--- config.mk ---
export PLATFORM = sky130hd
export DESIGN_NAME = swm_ctrl
export DESIGN_NICKNAME = d
export VERILOG_FILES = /design/src/inc/swm_pkg.sv /design/src/rtl/swm_ctrl.sv /design/src/rtl/swm_mode_decode.sv
export VERILOG_INCLUDE_DIRS = /design/src /design/src/inc
export SDC_FILE = /design/constraint.sdc
export NUM_CORES = 1
export LEC_CHECK = 0
export BUFFER_PORTS_ARGS = -buffer_cell sky130_fd_sc_hd__buf_2
export CORE_MARGIN = 2
export CORE_UTILIZATION = 47
export CTS_BUF_LIST = sky130_fd_sc_hd__clkbuf_8
export DETAILED_ROUTE_END_ITERATION = 7
export GPL_ROUTABILITY_DRIVEN = 0
export HOLD_SLACK_MARGIN = 0.02
export PLACE_DENSITY_LB_ADDON = 0.1
export REMOVE_ABC_BUFFERS = 1
export SETUP_SLACK_MARGIN = 0.02
export SLEW_MARGIN = 25
export SYNTH_ARGS = -nofsm -noshare
export SYNTH_HDL_FRONTEND = slang
export SYNTH_SLANG_ARGS = --single-unit
--- constraint.sdc ---
create_clock -name clk -period 3.3 [get_ports clk]
set_input_delay 0.495 -clock clk [delete_from_list [all_inputs] [get_ports clk]]
set_output_delay 0.495 -clock clk [all_outputs]
set_load 0.005 [all_outputs]
--- src/inc/swm_consts.svh ---
// Constants for the selective-wake mode control block
`ifndef SWM_CONSTS_SVH
`define SWM_CONSTS_SVH

// ----------------------------------------
// Register byte offsets
// ----------------------------------------
`define SWM_OFS_XCVR     8'h00
`define SWM_OFS_SBC      8'h04
`define SWM_OFS_STAT     8'h08

// ----------------------------------------
// Field positions
// ----------------------------------------
`define SWM_MODE_LSB     0
`define SWM_MODE_MSB     2
`define SWM_B_CFGVAL     3
`define SWM_SBC_LSB      0
`define SWM_SBC_MSB      1
`define SWM_B_CFGERR     0
`define SWM_B_ARMED      1
`define SWM_B_SIL        2
`define SWM_B_BWAKE      3
`define SWM_B_WOKEN      4
`define SWM_EFF_LSB      5
`define SWM_EFF_MSB      9
`define SWM_CNT_LSB      10
`define SWM_CNT_MSB      15

// ----------------------------------------
// Transceiver mode codes
// ----------------------------------------
`define SWM_CODE_OFF0    3'h0
`define SWM_CODE_WK      3'h1
`define SWM_CODE_RXO     3'h2
`define SWM_CODE_NRM     3'h3
`define SWM_CODE_OFF1    3'h4
`define SWM_CODE_SWK     3'h5
`define SWM_CODE_RXS     3'h6
`define SWM_CODE_NRS     3'h7

// ----------------------------------------
// Counter limits, reset values and the AHB-Lite NONSEQ transfer code
// ----------------------------------------
`define SWM_CNT_MAX      6'h1F
`define SWM_CNT_OVF      6'h20
`define SWM_CNT_ZERO     6'h00
`define SWM_RST_MODE     3'h0
`define SWM_HTRANS_NSEQ  2'h2

`endif

--- src/inc/swm_pkg.sv ---
// Types shared by the selective-wake mode control block
package swm_pkg;

  // ----------------------------------------
  // Device and detection states
  // ----------------------------------------
  typedef enum logic [1:0] {
    SBC_NORMAL  = 2'b00,
    SBC_STOP    = 2'b01,
    SBC_SLEEP   = 2'b10,
    SBC_RESTART = 2'b11
  } swm_sbc_type;

  typedef enum logic [2:0] {
    DET_OFF   = 3'b000,
    DET_WK    = 3'b001,
    DET_WUF   = 3'b010,
    DET_WUP1  = 3'b011,
    DET_WUP2  = 3'b100,
    DET_WOKEN = 3'b101
  } swm_det_type;

  // ----------------------------------------
  // Bundles
  // ----------------------------------------
  typedef struct packed {
    logic off;
    logic wakeCap;
    logic rxEn;
    logic txEn;
    logic selWake;
  } swm_eff_type;

  typedef struct packed {
    logic wakeFrame;
    logic wakePattern;
    logic errInc;
    logic errDec;
    logic silence;
    logic otherWake;
  } swm_evt_type;

endpackage

--- src/rtl/swm_ctrl.sv ---
// Selective-wake mode control with an AHB-Lite register slave
// ----------------------------------------
// ----------------------------------------
//
// Decided for this implementation: the register addresses and the AHB-Lite register port.
`timescale 1ns/1ps
`include "swm_consts.svh"
module swm_ctrl
  import swm_pkg::*;
(
  input  wire logic        clk,
  input  wire logic        sys_rst,
  input  wire logic        hsel,
  input  wire logic [31:0] haddr,
  input  wire logic [1:0]  htrans,
  input  wire logic        hwrite,
  input  wire logic [2:0]  hsize,
  input  wire logic        hready,
  input  wire logic [31:0] hwdata,
  output logic      [31:0] hrdata,
  output logic             hreadyout,
  output logic             hresp,
  input  swm_evt_type      busEvt,
  input  wire logic        busRxd,
  input  wire logic        hostTxd,
  output logic             rxdOut,
  output logic             txdBus,
  output logic             busWakeIrq,
  output logic             frameDetectEn,
  output swm_sbc_type      sbcMode,
  output swm_eff_type      effMode
);

  // ----------------------------------------
  // State
  // ----------------------------------------
  logic [2:0]   trcvMode;
  logic         cfgValid;
  logic         cfgErr;
  logic         armed;
  logic         silence;
  logic         busWake;
  logic         woken;
  logic         rearmSeen;
  logic [5:0]   errCnt;
  swm_det_type  detState;
  logic         wrPend;
  logic [7:0]   wrAddr;

  logic [2:0]   next_trcvMode;
  logic         next_cfgValid;
  logic         next_cfgErr;
  logic         next_armed;
  logic         next_silence;
  logic         next_busWake;
  logic         next_woken;
  logic         next_rearmSeen;
  logic [5:0]   next_errCnt;
  swm_det_type  next_detState;
  swm_sbc_type  next_sbcMode;
  logic         next_irq;
  logic         next_rxd;
  logic         next_txd;
  logic [31:0]  next_hrdata;

  logic         addrPhase;
  logic [2:0]   newMode;
  logic         wakeEvt;
  logic         cntEn;
  swm_det_type  detEvt;
  swm_eff_type  nextEff;

  function automatic logic swkCode(input logic [2:0] code);
    swkCode = code[2] & (|code[1:0]);
  endfunction

  // ----------------------------------------
  // Mode decoders
  // ----------------------------------------
  swm_mode_decode uDecCur (
    .modeField (trcvMode),
    .cfgErr    (cfgErr),
    .eff       (effMode)
  );

  swm_mode_decode uDecNext (
    .modeField (next_trcvMode),
    .cfgErr    (next_cfgErr),
    .eff       (nextEff)
  );

  // ----------------------------------------
  // Bus slave
  // ----------------------------------------
  // Zero wait states; reads sample at the address phase
  assign addrPhase = hsel & hready & (htrans == `SWM_HTRANS_NSEQ | htrans[1]);
  assign hreadyout = 1'b1;
  assign hresp     = 1'b0;
  assign newMode   = hwdata[`SWM_MODE_MSB:`SWM_MODE_LSB];

  always_comb begin
    next_hrdata = '0;
    if (addrPhase && !hwrite) begin
      unique case (haddr[7:0])
        `SWM_OFS_XCVR: next_hrdata[`SWM_B_CFGVAL:`SWM_MODE_LSB] = {cfgValid, trcvMode};
        `SWM_OFS_SBC: next_hrdata[`SWM_SBC_MSB:`SWM_SBC_LSB] = sbcMode;
        `SWM_OFS_STAT: begin
          next_hrdata[`SWM_B_CFGERR]              = cfgErr;
          next_hrdata[`SWM_B_ARMED]               = armed;
          next_hrdata[`SWM_B_SIL]                 = silence;
          next_hrdata[`SWM_B_BWAKE]               = busWake;
          next_hrdata[`SWM_B_WOKEN]               = woken;
          next_hrdata[`SWM_EFF_MSB:`SWM_EFF_LSB]  = effMode;
          next_hrdata[`SWM_CNT_MSB:`SWM_CNT_LSB]  = errCnt;
        end
        default: next_hrdata = '0;
      endcase
    end
  end

  // ----------------------------------------
  // Mode, flags and detection
  // ----------------------------------------
  always_comb begin
    next_trcvMode  = trcvMode;
    next_cfgValid  = cfgValid;
    next_cfgErr    = cfgErr;
    next_armed     = armed;
    next_silence   = silence;
    next_busWake   = busWake;
    next_woken     = woken;
    next_rearmSeen = rearmSeen;
    next_errCnt    = errCnt;
    next_sbcMode   = sbcMode;
    next_irq       = 1'b0;
    wakeEvt        = 1'b0;
    detEvt         = detState;
    cntEn          = (effMode.rxEn | (detState == DET_WUF)) & ~woken;

    // Software writes first so that hardware events below win
    if (wrPend && wrAddr == `SWM_OFS_XCVR) begin
      next_cfgValid = hwdata[`SWM_B_CFGVAL];
      if (sbcMode == SBC_NORMAL && newMode != trcvMode) begin
        next_trcvMode = newMode;
        if (woken && !rearmSeen) begin
          next_rearmSeen = 1'b1;
        end else if (rearmSeen && (newMode == `SWM_CODE_WK || swkCode(newMode))) begin
          next_woken     = 1'b0;
          next_rearmSeen = 1'b0;
        end
        if (swkCode(newMode) && !swkCode(trcvMode)) begin
          next_cfgErr = ~hwdata[`SWM_B_CFGVAL];
        end
      end else if (sbcMode == SBC_NORMAL && swkCode(trcvMode)
                   && !hwdata[`SWM_B_CFGVAL]) begin
        next_cfgErr = 1'b1;
      end
    end
    if (wrPend && wrAddr == `SWM_OFS_STAT) begin
      next_cfgErr  = cfgErr & ~hwdata[`SWM_B_CFGERR];
      next_busWake = busWake & ~hwdata[`SWM_B_BWAKE];
    end
    if (wrPend && wrAddr == `SWM_OFS_SBC) begin
      unique case (hwdata[`SWM_SBC_MSB:`SWM_SBC_LSB])
        SBC_NORMAL: begin
          if (sbcMode != SBC_SLEEP) begin
            next_sbcMode = SBC_NORMAL;
          end
        end
        SBC_STOP: begin
          if (sbcMode == SBC_NORMAL) begin
            next_sbcMode = SBC_STOP;
          end
        end
        SBC_SLEEP: begin
          if (sbcMode == SBC_NORMAL) begin
            next_sbcMode   = SBC_SLEEP;
            next_woken     = 1'b0;
            next_rearmSeen = 1'b0;
            if (swkCode(trcvMode)) begin
              next_trcvMode = `SWM_CODE_SWK;
            end else if (!trcvMode[2] && trcvMode != `SWM_CODE_OFF0) begin
              next_trcvMode = `SWM_CODE_WK;
            end
          end
        end
        default: next_sbcMode = sbcMode;
      endcase
    end

    // Bus events
    if (busEvt.errInc && cntEn) begin
      if (errCnt == `SWM_CNT_MAX) begin
        if (swkCode(trcvMode) && !cfgErr) begin
          next_errCnt = `SWM_CNT_OVF;
          next_cfgErr = 1'b1;
          wakeEvt     = 1'b1;
        end
      end else if (errCnt < `SWM_CNT_MAX) begin
        next_errCnt = errCnt + 6'h01;
      end
    end else if (busEvt.errDec && cntEn && errCnt != `SWM_CNT_ZERO) begin
      next_errCnt = errCnt - 6'h01;
    end
    if (busEvt.silence && (detState == DET_WUF || detState == DET_WUP2)) begin
      next_silence = 1'b1;
    end
    if (busEvt.silence && detState == DET_WUF) begin
      detEvt      = DET_WUP1;
      next_errCnt = `SWM_CNT_ZERO;
    end
    if (busEvt.wakePattern) begin
      next_silence = 1'b0;
      if (detState == DET_WUP1) begin
        detEvt = DET_WUF;
      end else if (detState == DET_WUP2 || detState == DET_WK) begin
        wakeEvt = 1'b1;
      end
    end
    if (busEvt.wakeFrame && detState == DET_WUF) begin
      wakeEvt = 1'b1;
    end

    // Consequences of a wake
    if (wakeEvt) begin
      next_woken   = 1'b1;
      next_busWake = 1'b1;
      next_armed   = 1'b0;
      next_irq     = (sbcMode != SBC_SLEEP);
    end
    if ((wakeEvt || busEvt.otherWake) && sbcMode == SBC_SLEEP) begin
      next_sbcMode  = SBC_RESTART;
      next_cfgValid = 1'b0;
    end
    if (next_cfgErr && !cfgErr && !wakeEvt && !woken) begin
      next_armed = 1'b1;
    end
    if (!next_trcvMode[2]) begin
      next_armed = 1'b0;
    end

    // Detection state follows the resulting mode
    if (next_woken) begin
      next_detState = DET_WOKEN;
    end else if (nextEff.off) begin
      next_detState = DET_OFF;
    end else if (!swkCode(next_trcvMode)) begin
      next_detState = DET_WK;
    end else if (!nextEff.selWake) begin
      next_detState = DET_WUP2;
    end else if (detEvt == DET_WUF || detEvt == DET_WUP1) begin
      next_detState = detEvt;
    end else begin
      next_detState = DET_WUF;
      next_armed    = 1'b1;
    end
    if ((next_detState == DET_WUF && detState != DET_WUF && detState != DET_WUP1)
        || (woken && !next_woken) || next_detState == DET_OFF || next_detState == DET_WK) begin
      next_errCnt = `SWM_CNT_ZERO;
    end
  end

  // ----------------------------------------
  // Pin outputs
  // ----------------------------------------
  always_comb begin
    // Woken with receiver off signals the wake low
    next_rxd = effMode.rxEn ? busRxd : ~woken;
    next_txd = effMode.txEn ? hostTxd : 1'b1;
  end

  // ----------------------------------------
  // Registers
  // ----------------------------------------
  always_ff @(posedge clk) begin
    if (sys_rst) begin
      trcvMode      <= `SWM_RST_MODE;
      cfgValid      <= 1'b0;
      cfgErr        <= 1'b0;
      armed         <= 1'b0;
      silence       <= 1'b0;
      busWake       <= 1'b0;
      woken         <= 1'b0;
      rearmSeen     <= 1'b0;
      errCnt        <= `SWM_CNT_ZERO;
      detState      <= DET_OFF;
      sbcMode       <= SBC_NORMAL;
      wrPend        <= 1'b0;
      wrAddr        <= 8'h00;
      hrdata        <= 32'h0000_0000;
      busWakeIrq    <= 1'b0;
      rxdOut        <= 1'b1;
      txdBus        <= 1'b1;
      frameDetectEn <= 1'b0;
    end else begin
      trcvMode      <= next_trcvMode;
      cfgValid      <= next_cfgValid;
      cfgErr        <= next_cfgErr;
      armed         <= next_armed;
      silence       <= next_silence;
      busWake       <= next_busWake;
      woken         <= next_woken;
      rearmSeen     <= next_rearmSeen;
      errCnt        <= next_errCnt;
      detState      <= next_detState;
      sbcMode       <= next_sbcMode;
      wrPend        <= addrPhase & hwrite;
      wrAddr        <= haddr[7:0];
      hrdata        <= next_hrdata;
      busWakeIrq    <= next_irq;
      rxdOut        <= next_rxd;
      txdBus        <= next_txd;
      frameDetectEn <= (next_detState == DET_WUF);
    end
  end

endmodule

--- src/rtl/swm_mode_decode.sv ---
// Decoder from mode field and error flag to the actual transceiver mode
`timescale 1ns/1ps
`include "swm_consts.svh"
module swm_mode_decode
  import swm_pkg::*;
(
  input  wire logic [2:0]  modeField,
  input  wire logic        cfgErr,
  output swm_eff_type      eff
);

  logic swkSel;

  // ----------------------------------------
  // Decode
  // ----------------------------------------
  assign swkSel = modeField[2] & (|modeField[1:0]);

  always_comb begin
    eff         = '0;
    eff.selWake = swkSel & ~cfgErr;
    unique case (modeField)
      `SWM_CODE_OFF0, `SWM_CODE_OFF1: eff.off = 1'b1;
      `SWM_CODE_WK, `SWM_CODE_SWK:    eff.wakeCap = 1'b1;
      `SWM_CODE_RXO, `SWM_CODE_RXS:   eff.rxEn = 1'b1;
      `SWM_CODE_NRM, `SWM_CODE_NRS: begin
        eff.rxEn = 1'b1;
        eff.txEn = 1'b1;
      end
    endcase
  end

endmodule

# Word level (Yosys, flattened, before mapping)
# Cells that the tools add are included.
# word_totals
reg_bits,66
inputBits,82
word_cells,226
# op_classes
addsub,2
n_lt_le_gt_ge,1
eq_ne,35
muxes,74
bitwise,22
reduce_logical,72
# op_table
operator,count
1-bit 2-to-1 mux,46
3-bit 2-to-1 mux,15
6-bit 2-to-1 mux,5
1-bit logical AND,25
2-bit OR reduction,12
"3-bit by 2-bit equality test with 1-bit output, second input constant",7
"3-bit equality test, second input constant",6
"8-bit by 3-bit equality test with 1-bit output, second input constant",2
"8-bit by 4-bit equality test with 1-bit output, second input constant",2
8-bit logical NOT,2
"3-bit by 1-bit equality test with 1-bit output, second input constant",4
2-bit one-hot mux with 3 select lines,2
1-bit bitwise AND,11
2-bit 2-to-1 mux,5
1-bit logical NOT,9
3-bit logical NOT,3
"3-bit by 2-bit inequality test with 1-bit output, second input constant",3
"3-bit inequality test, second input constant",3
1-bit NOT,9
1-bit logical OR,8
"6-bit by 1-bit adder with 6-bit output, second input constant",1
"2-bit equality test, second input constant",3
"6-bit by 5-bit equality test with 1-bit output, second input constant",1
"6-bit by 5-bit < comparator with 1-bit output, second input constant",1
16 further kinds,21

# Logic depth before layout (Yosys ltp)
# depth
depth_word,24
mapped_depth,8

# Modules after synthesis
# A second synthesis with hierarchy kept.
# hier_totals
hier_cells,294
hier_area_um2,2572.5
# modules_own_cells
mod,instances,cells_each,area_each_um2
swm_ctrl,1,284,2494.9
swm_mode_decode,2,5,38.8

# Least setup slack after synthesis
# Ideal clock, no wire load.
# synth_path
path_type,register to register
start,reg wrAddr[1]
end,reg errCnt[0]
setup_time_ns,0.086
arrival_ns,2.400
t_required_ns,3.214
slack_ns,0.813
path_stages_with_launch,7
n_path_buf,0
period_less_slack_ns,2.487
cell_sequence,dfxtp_1 > or4_4 > or4_4 > nor4_4 > o21bai_2 > a211o_1 > a221oi_2
# synth_via
elab_chain_len,22
elab_cells_between_ends,45
classes_between,eq/ne (5); mux (21); bitwise (3); reduce/logical (16)
# synth_rtl
element,line,rtl
"start, declared",swm_ctrl.sv:48,logic [7:0] wrAddr;
"start signal, assigned",swm_ctrl.sv:308,wrAddr <= haddr[7:0];
8-bit logical NOT (no line),--,
1-bit logical AND (no line),--,
3-bit 2-to-1 mux,swm_ctrl.sv:141,if (wrPend && wrAddr == `SWM_OFS_XCVR) begin
3-bit 2-to-1 mux,swm_ctrl.sv:182,end else if (!trcvMode[2] && trcvMode != `SWM_CODE_OFF0) begin
3-bit 2-to-1 mux,swm_ctrl.sv:180,if (swkCode(trcvMode)) begin
3-bit 2-to-1 mux,swm_ctrl.sv:176,if (sbcMode == SBC_NORMAL) begin
3-bit 2-to-1 mux,swm_ctrl.sv:164,unique case (hwdata[`SWM_SBC_MSB:`SWM_SBC_LSB])
3-bit 2-to-1 mux,swm_ctrl.sv:163,if (wrPend && wrAddr == `SWM_OFS_SBC) begin
(+4 left out),--,
3-bit 2-to-1 mux,swm_ctrl.sv:247,end else if (!swkCode(next_trcvMode)) begin
3-bit 2-to-1 mux,swm_ctrl.sv:245,end else if (nextEff.off) begin
3-bit 2-to-1 mux,swm_ctrl.sv:243,if (next_woken) begin
3-bit by 2-bit equality test with 1-bit output,swm_ctrl.sv:257,if ((next_detState == DET_WUF && detState != DET_WUF && detState != DET_WUP1)
1-bit logical AND (2 in series),swm_ctrl.sv:257,
1-bit logical OR (2 in series),swm_ctrl.sv:258,|| (woken && !next_woken) || next_detState == DET_OFF || next_detState == DET_WK) begin
1-bit logical OR (*),swm_ctrl.sv:258,
3-bit OR reduction (no line) (*),--,
"end signal, assigned",swm_ctrl.sv:285,errCnt <= `SWM_CNT_ZERO;
"end signal, assigned",swm_ctrl.sv:304,errCnt <= next_errCnt;
"end, declared",swm_ctrl.sv:45,logic [5:0] errCnt;
# Mark *: on every way between the ends. The rest lies on a longest branch, timed or not.
# A chain may end at the register's enable or synchronous reset.

# Final worst setup path
# Ends and elaborated chain as after synthesis.

==> impl_results.md <==
- Gate Count Post-Synth: 293
- Startpoint types: flip-flop
- Power Total: 0.00108 W
- Final Max Tran Viols: 0
- CP Capture Type: flip-flop
- Asr flop ratio synth: 0%
- CTS Buffer Depth: 2
- GRT Total Usage: 18.9%
- RR Endpoint: errCnt[0]
- Total negative setup slack: 0 ns
- CTS root buffer: clkbuf_8
- Most common cell after layout, fill and taps aside: buf_2
- Via Count: 2123
- Reg clk slew, reported paths: 0.09 ns
- Most frequent cells in the layout: 52 x buf_2, 50 x dfxtp_1, 36 x nor2_1
- Row cnt: 26
- FF-to-FF Start: wrAddr[1]
- Final wirelength: 5420 µm
- ANT cells: 0
- Port Buffers: 52
- Number of stages on the worst setup path: 6
- R2R setup slack: 0.65 ns
- Slowest cell on the critical path: or4_4
- Antenna violations before repair: 0
- Crit path from: wrAddr[1]
- Fmax: 378 MHz
- Register area: 1000 µm²
- Syn Std Cell Area: 2510 µm²
- IO Pins: 127
- Post-synthesis sequential area ratio: 39.9%
- Cell Pwr Density: 380 nW/µm²
- IR drop worst, VDD: 0.165 mV
- CTS tree: yes
- Final hold vios: 0
- RSZ-0062 raised after global routing: false
- Max-Cap Viols: 0
- Worst skew pair latency: 0.30 ns
- Vias per cell: 5.18
- WL/cell: 13.2 µm
- Cell family with most CP delay: simple AND/OR/NAND/NOR gates
- Arrival time at the worst endpoint: 2.87 ns
- CTS Sinks: 50
- Slew headroom: 44.3%
- CP required: 3.52 ns
- Critical path fanouts, max: 6
- Crit path to: errCnt[0]
- Finish-stage setup viols: 0
- Die width: 77.0 µm
- Postcts setup bufs: 0
- Drt initial violations: 88
- Synth unique cells: 54
- Residual DRC: 0
- Synthesis Warnings: 0
- Post_cts resized: 0
- Largest net degree at the start of global routing: 29
- Syn avg cell area: 8.56 µm²
- CP peak stage delay: 0.59 ns
- Initial Util: 48.8%
- Fillers: 492
- Most used cell along the critical path: or4_4
- Hold buffers post-CTS: 0
- Multi-input combinational cell area: 1340 µm²
- Clock buffer count from CTS: 5
- R2R cell count: 6
- H-tree Lvls: 2
- DRT antenna net count: 0
- Die area: 5940 µm²
- CP cell instances: or4_4, or4_4, nor4_4, o21bai_2, a211o_1, a221oi_2
- Leak: 1.21 nW
- Worst slew pin tran: 0.832 ns
- Area growth syn-to-layout: 13.3%
- #FFs+latches synth: 50
- First-pass GRT wire length: 9090 µm
- Crit Path Category: reg -> reg
- Minimum clock period: 2.65 ns
- GR Overflow Total: 0
- Fin Clk Skew: 0.00642 ns
- Status: complete, no violations
- Vias in the first global route: 1944
- Hold Path Class: in -> reg
- Post-synth EDFFs: 0
- Final nets: 424
- Die height: 77.0 µm
- Core Region: 5140 µm²
- DPL Wire Length: 3990 µm
- Most used DFF post-synth: dfxtp_1
- DR pass1 iterations: 4
- Hold_sp: hostTxd
- Share of layout cells above drive strength 1: 21.5%
- Buffers & Inverters on Critical Path: 0
- Final period util: 80.3%
-- power by group --
group	internal [W]	switching (W)
combinational	0.0000353	0.0000555
sequential	0.000616	0.0000141
clock	0.000166	0.000191
-- synth_stat cells, types with 2 or more instances --
library cell / number / area, µm²
nand2_1: 12 / 45.0
nand3_1: 6 / 30.0
inv_1: 10 / 37.5
dfxtp_1: 50 / 1000
nand3b_1: 2 / 15.0
nor4_1: 5 / 31.3
buf_4: 18 / 135
and2_1: 4 / 25.0
o21ai_0: 8 / 40.0
nor3_1: 10 / 50.1
a211oi_1: 3 / 22.5
a21oi_1: 19 / 95.1
nand4_1: 4 / 25.0
ha_1: 3 / 37.5
and3_1: 7 / 43.8
o211ai_1: 2 / 15.0
a31oi_1: 3 / 18.8
mux2i_1: 10 / 100
nor2_1: 36 / 135
or3_1: 5 / 31.3
o21a_1: 4 / 30.0
or4_4: 2 / 22.5
xnor2_1: 5 / 43.8
or2_2: 2 / 12.5
clkbuf_1: 12 / 45.0
conb_1: 2 / 7.51
nor4b_1: 2 / 17.5
nor2b_1: 15 / 93.8
a211o_1: 4 / 35.0
nand2b_1: 3 / 18.8
a221oi_2: 2 / 30.0
-- metal layers --
layer  routed length, µm  track usage, %  share of wire, %  up-vias
met5                   0               0                 0        -
met4                  68            5.89               1.3        0
met3                 323            3.88               6.0        6
met2                2340            29.3                43       78
met1                2680            26.5                50      955
li1                    -               -                 -     1084
-- kinds of logic (layout without fill, tap and decap cells) --
logic type      Yosys count  in the layout  synth area share (%)
fa+ha+maj                 3              3                  1.50
other cells               2             18                 0.300
simple gates            125            125                  28.2
buf+inv                  42             73                  9.03
xor+xnor                  6              6                  2.10
mux                      10             10                  3.99
compound gates           55             55                  14.9
flops                    50             50                  39.9
-- per-stage QoR --
| stage | instance area (µm²) | utilization [%] | instances | hold slack [ns] | setup WS, ns |
|---|---|---|---|---|---|
| after floorplan | 2380 | - | 277 | 0.453 | 0.813 |
| after global placement | 2750 | 53.5 | 402 | 0.483 | 0.667 |
| after detailed placement | 2750 | 53.5 | 402 | 0.494 | 0.650 |
| after CTS | 2840 | 55.3 | 410 | 0.373 | 0.630 |
| after global routing | 2840 | 55.3 | 410 | 0.383 | 0.519 |
| final | 2840 | 55.3 | 410 | 0.380 | 0.652 |
-- flip-flops by register name, summed over array words and instances (netlist names), 2 cells and up --
| name | cells |
|---|---|
| sbcMode | 2 |
| trcvMode | 3 |
| hrdata | 16 |
| detState | 3 |
| wrAddr | 8 |
| errCnt | 6 |
-- worst register-to-register path: stages (launching register included) --
cell and delay (ns):
dfxtp_1 0.31, or4_4 0.56, or4_4 0.59, nor4_4 0.31, o21bai_2 0.14, a211o_1 0.38
a221oi_2 0.28
-- worst min-delay path by stage --
| stage | end | slack [ns] | depth (start not counted) |
|---|---|---|---|
| global route | txdBus | 0.38 | 2 |
| finish | txdBus | 0.38 | 2 |
| global placement | busWake | 0.48 | 2 |
| floorplan | hrdata[3] | 0.45 | 2 |
| CTS | txdBus | 0.37 | 2 |
| detailed placement | hrdata[3] | 0.49 | 2 |
-- area by class of cell --
type	count	area share, %
multi-input combinational	217	47.2
sequential	50	35.2
timing repair buffer	55	9.96
tap	70	3.08
clock buffer	6	2.91
inverter	10	1.32
clock inverter	2	0.308
(Power assumes the default switching activity.)
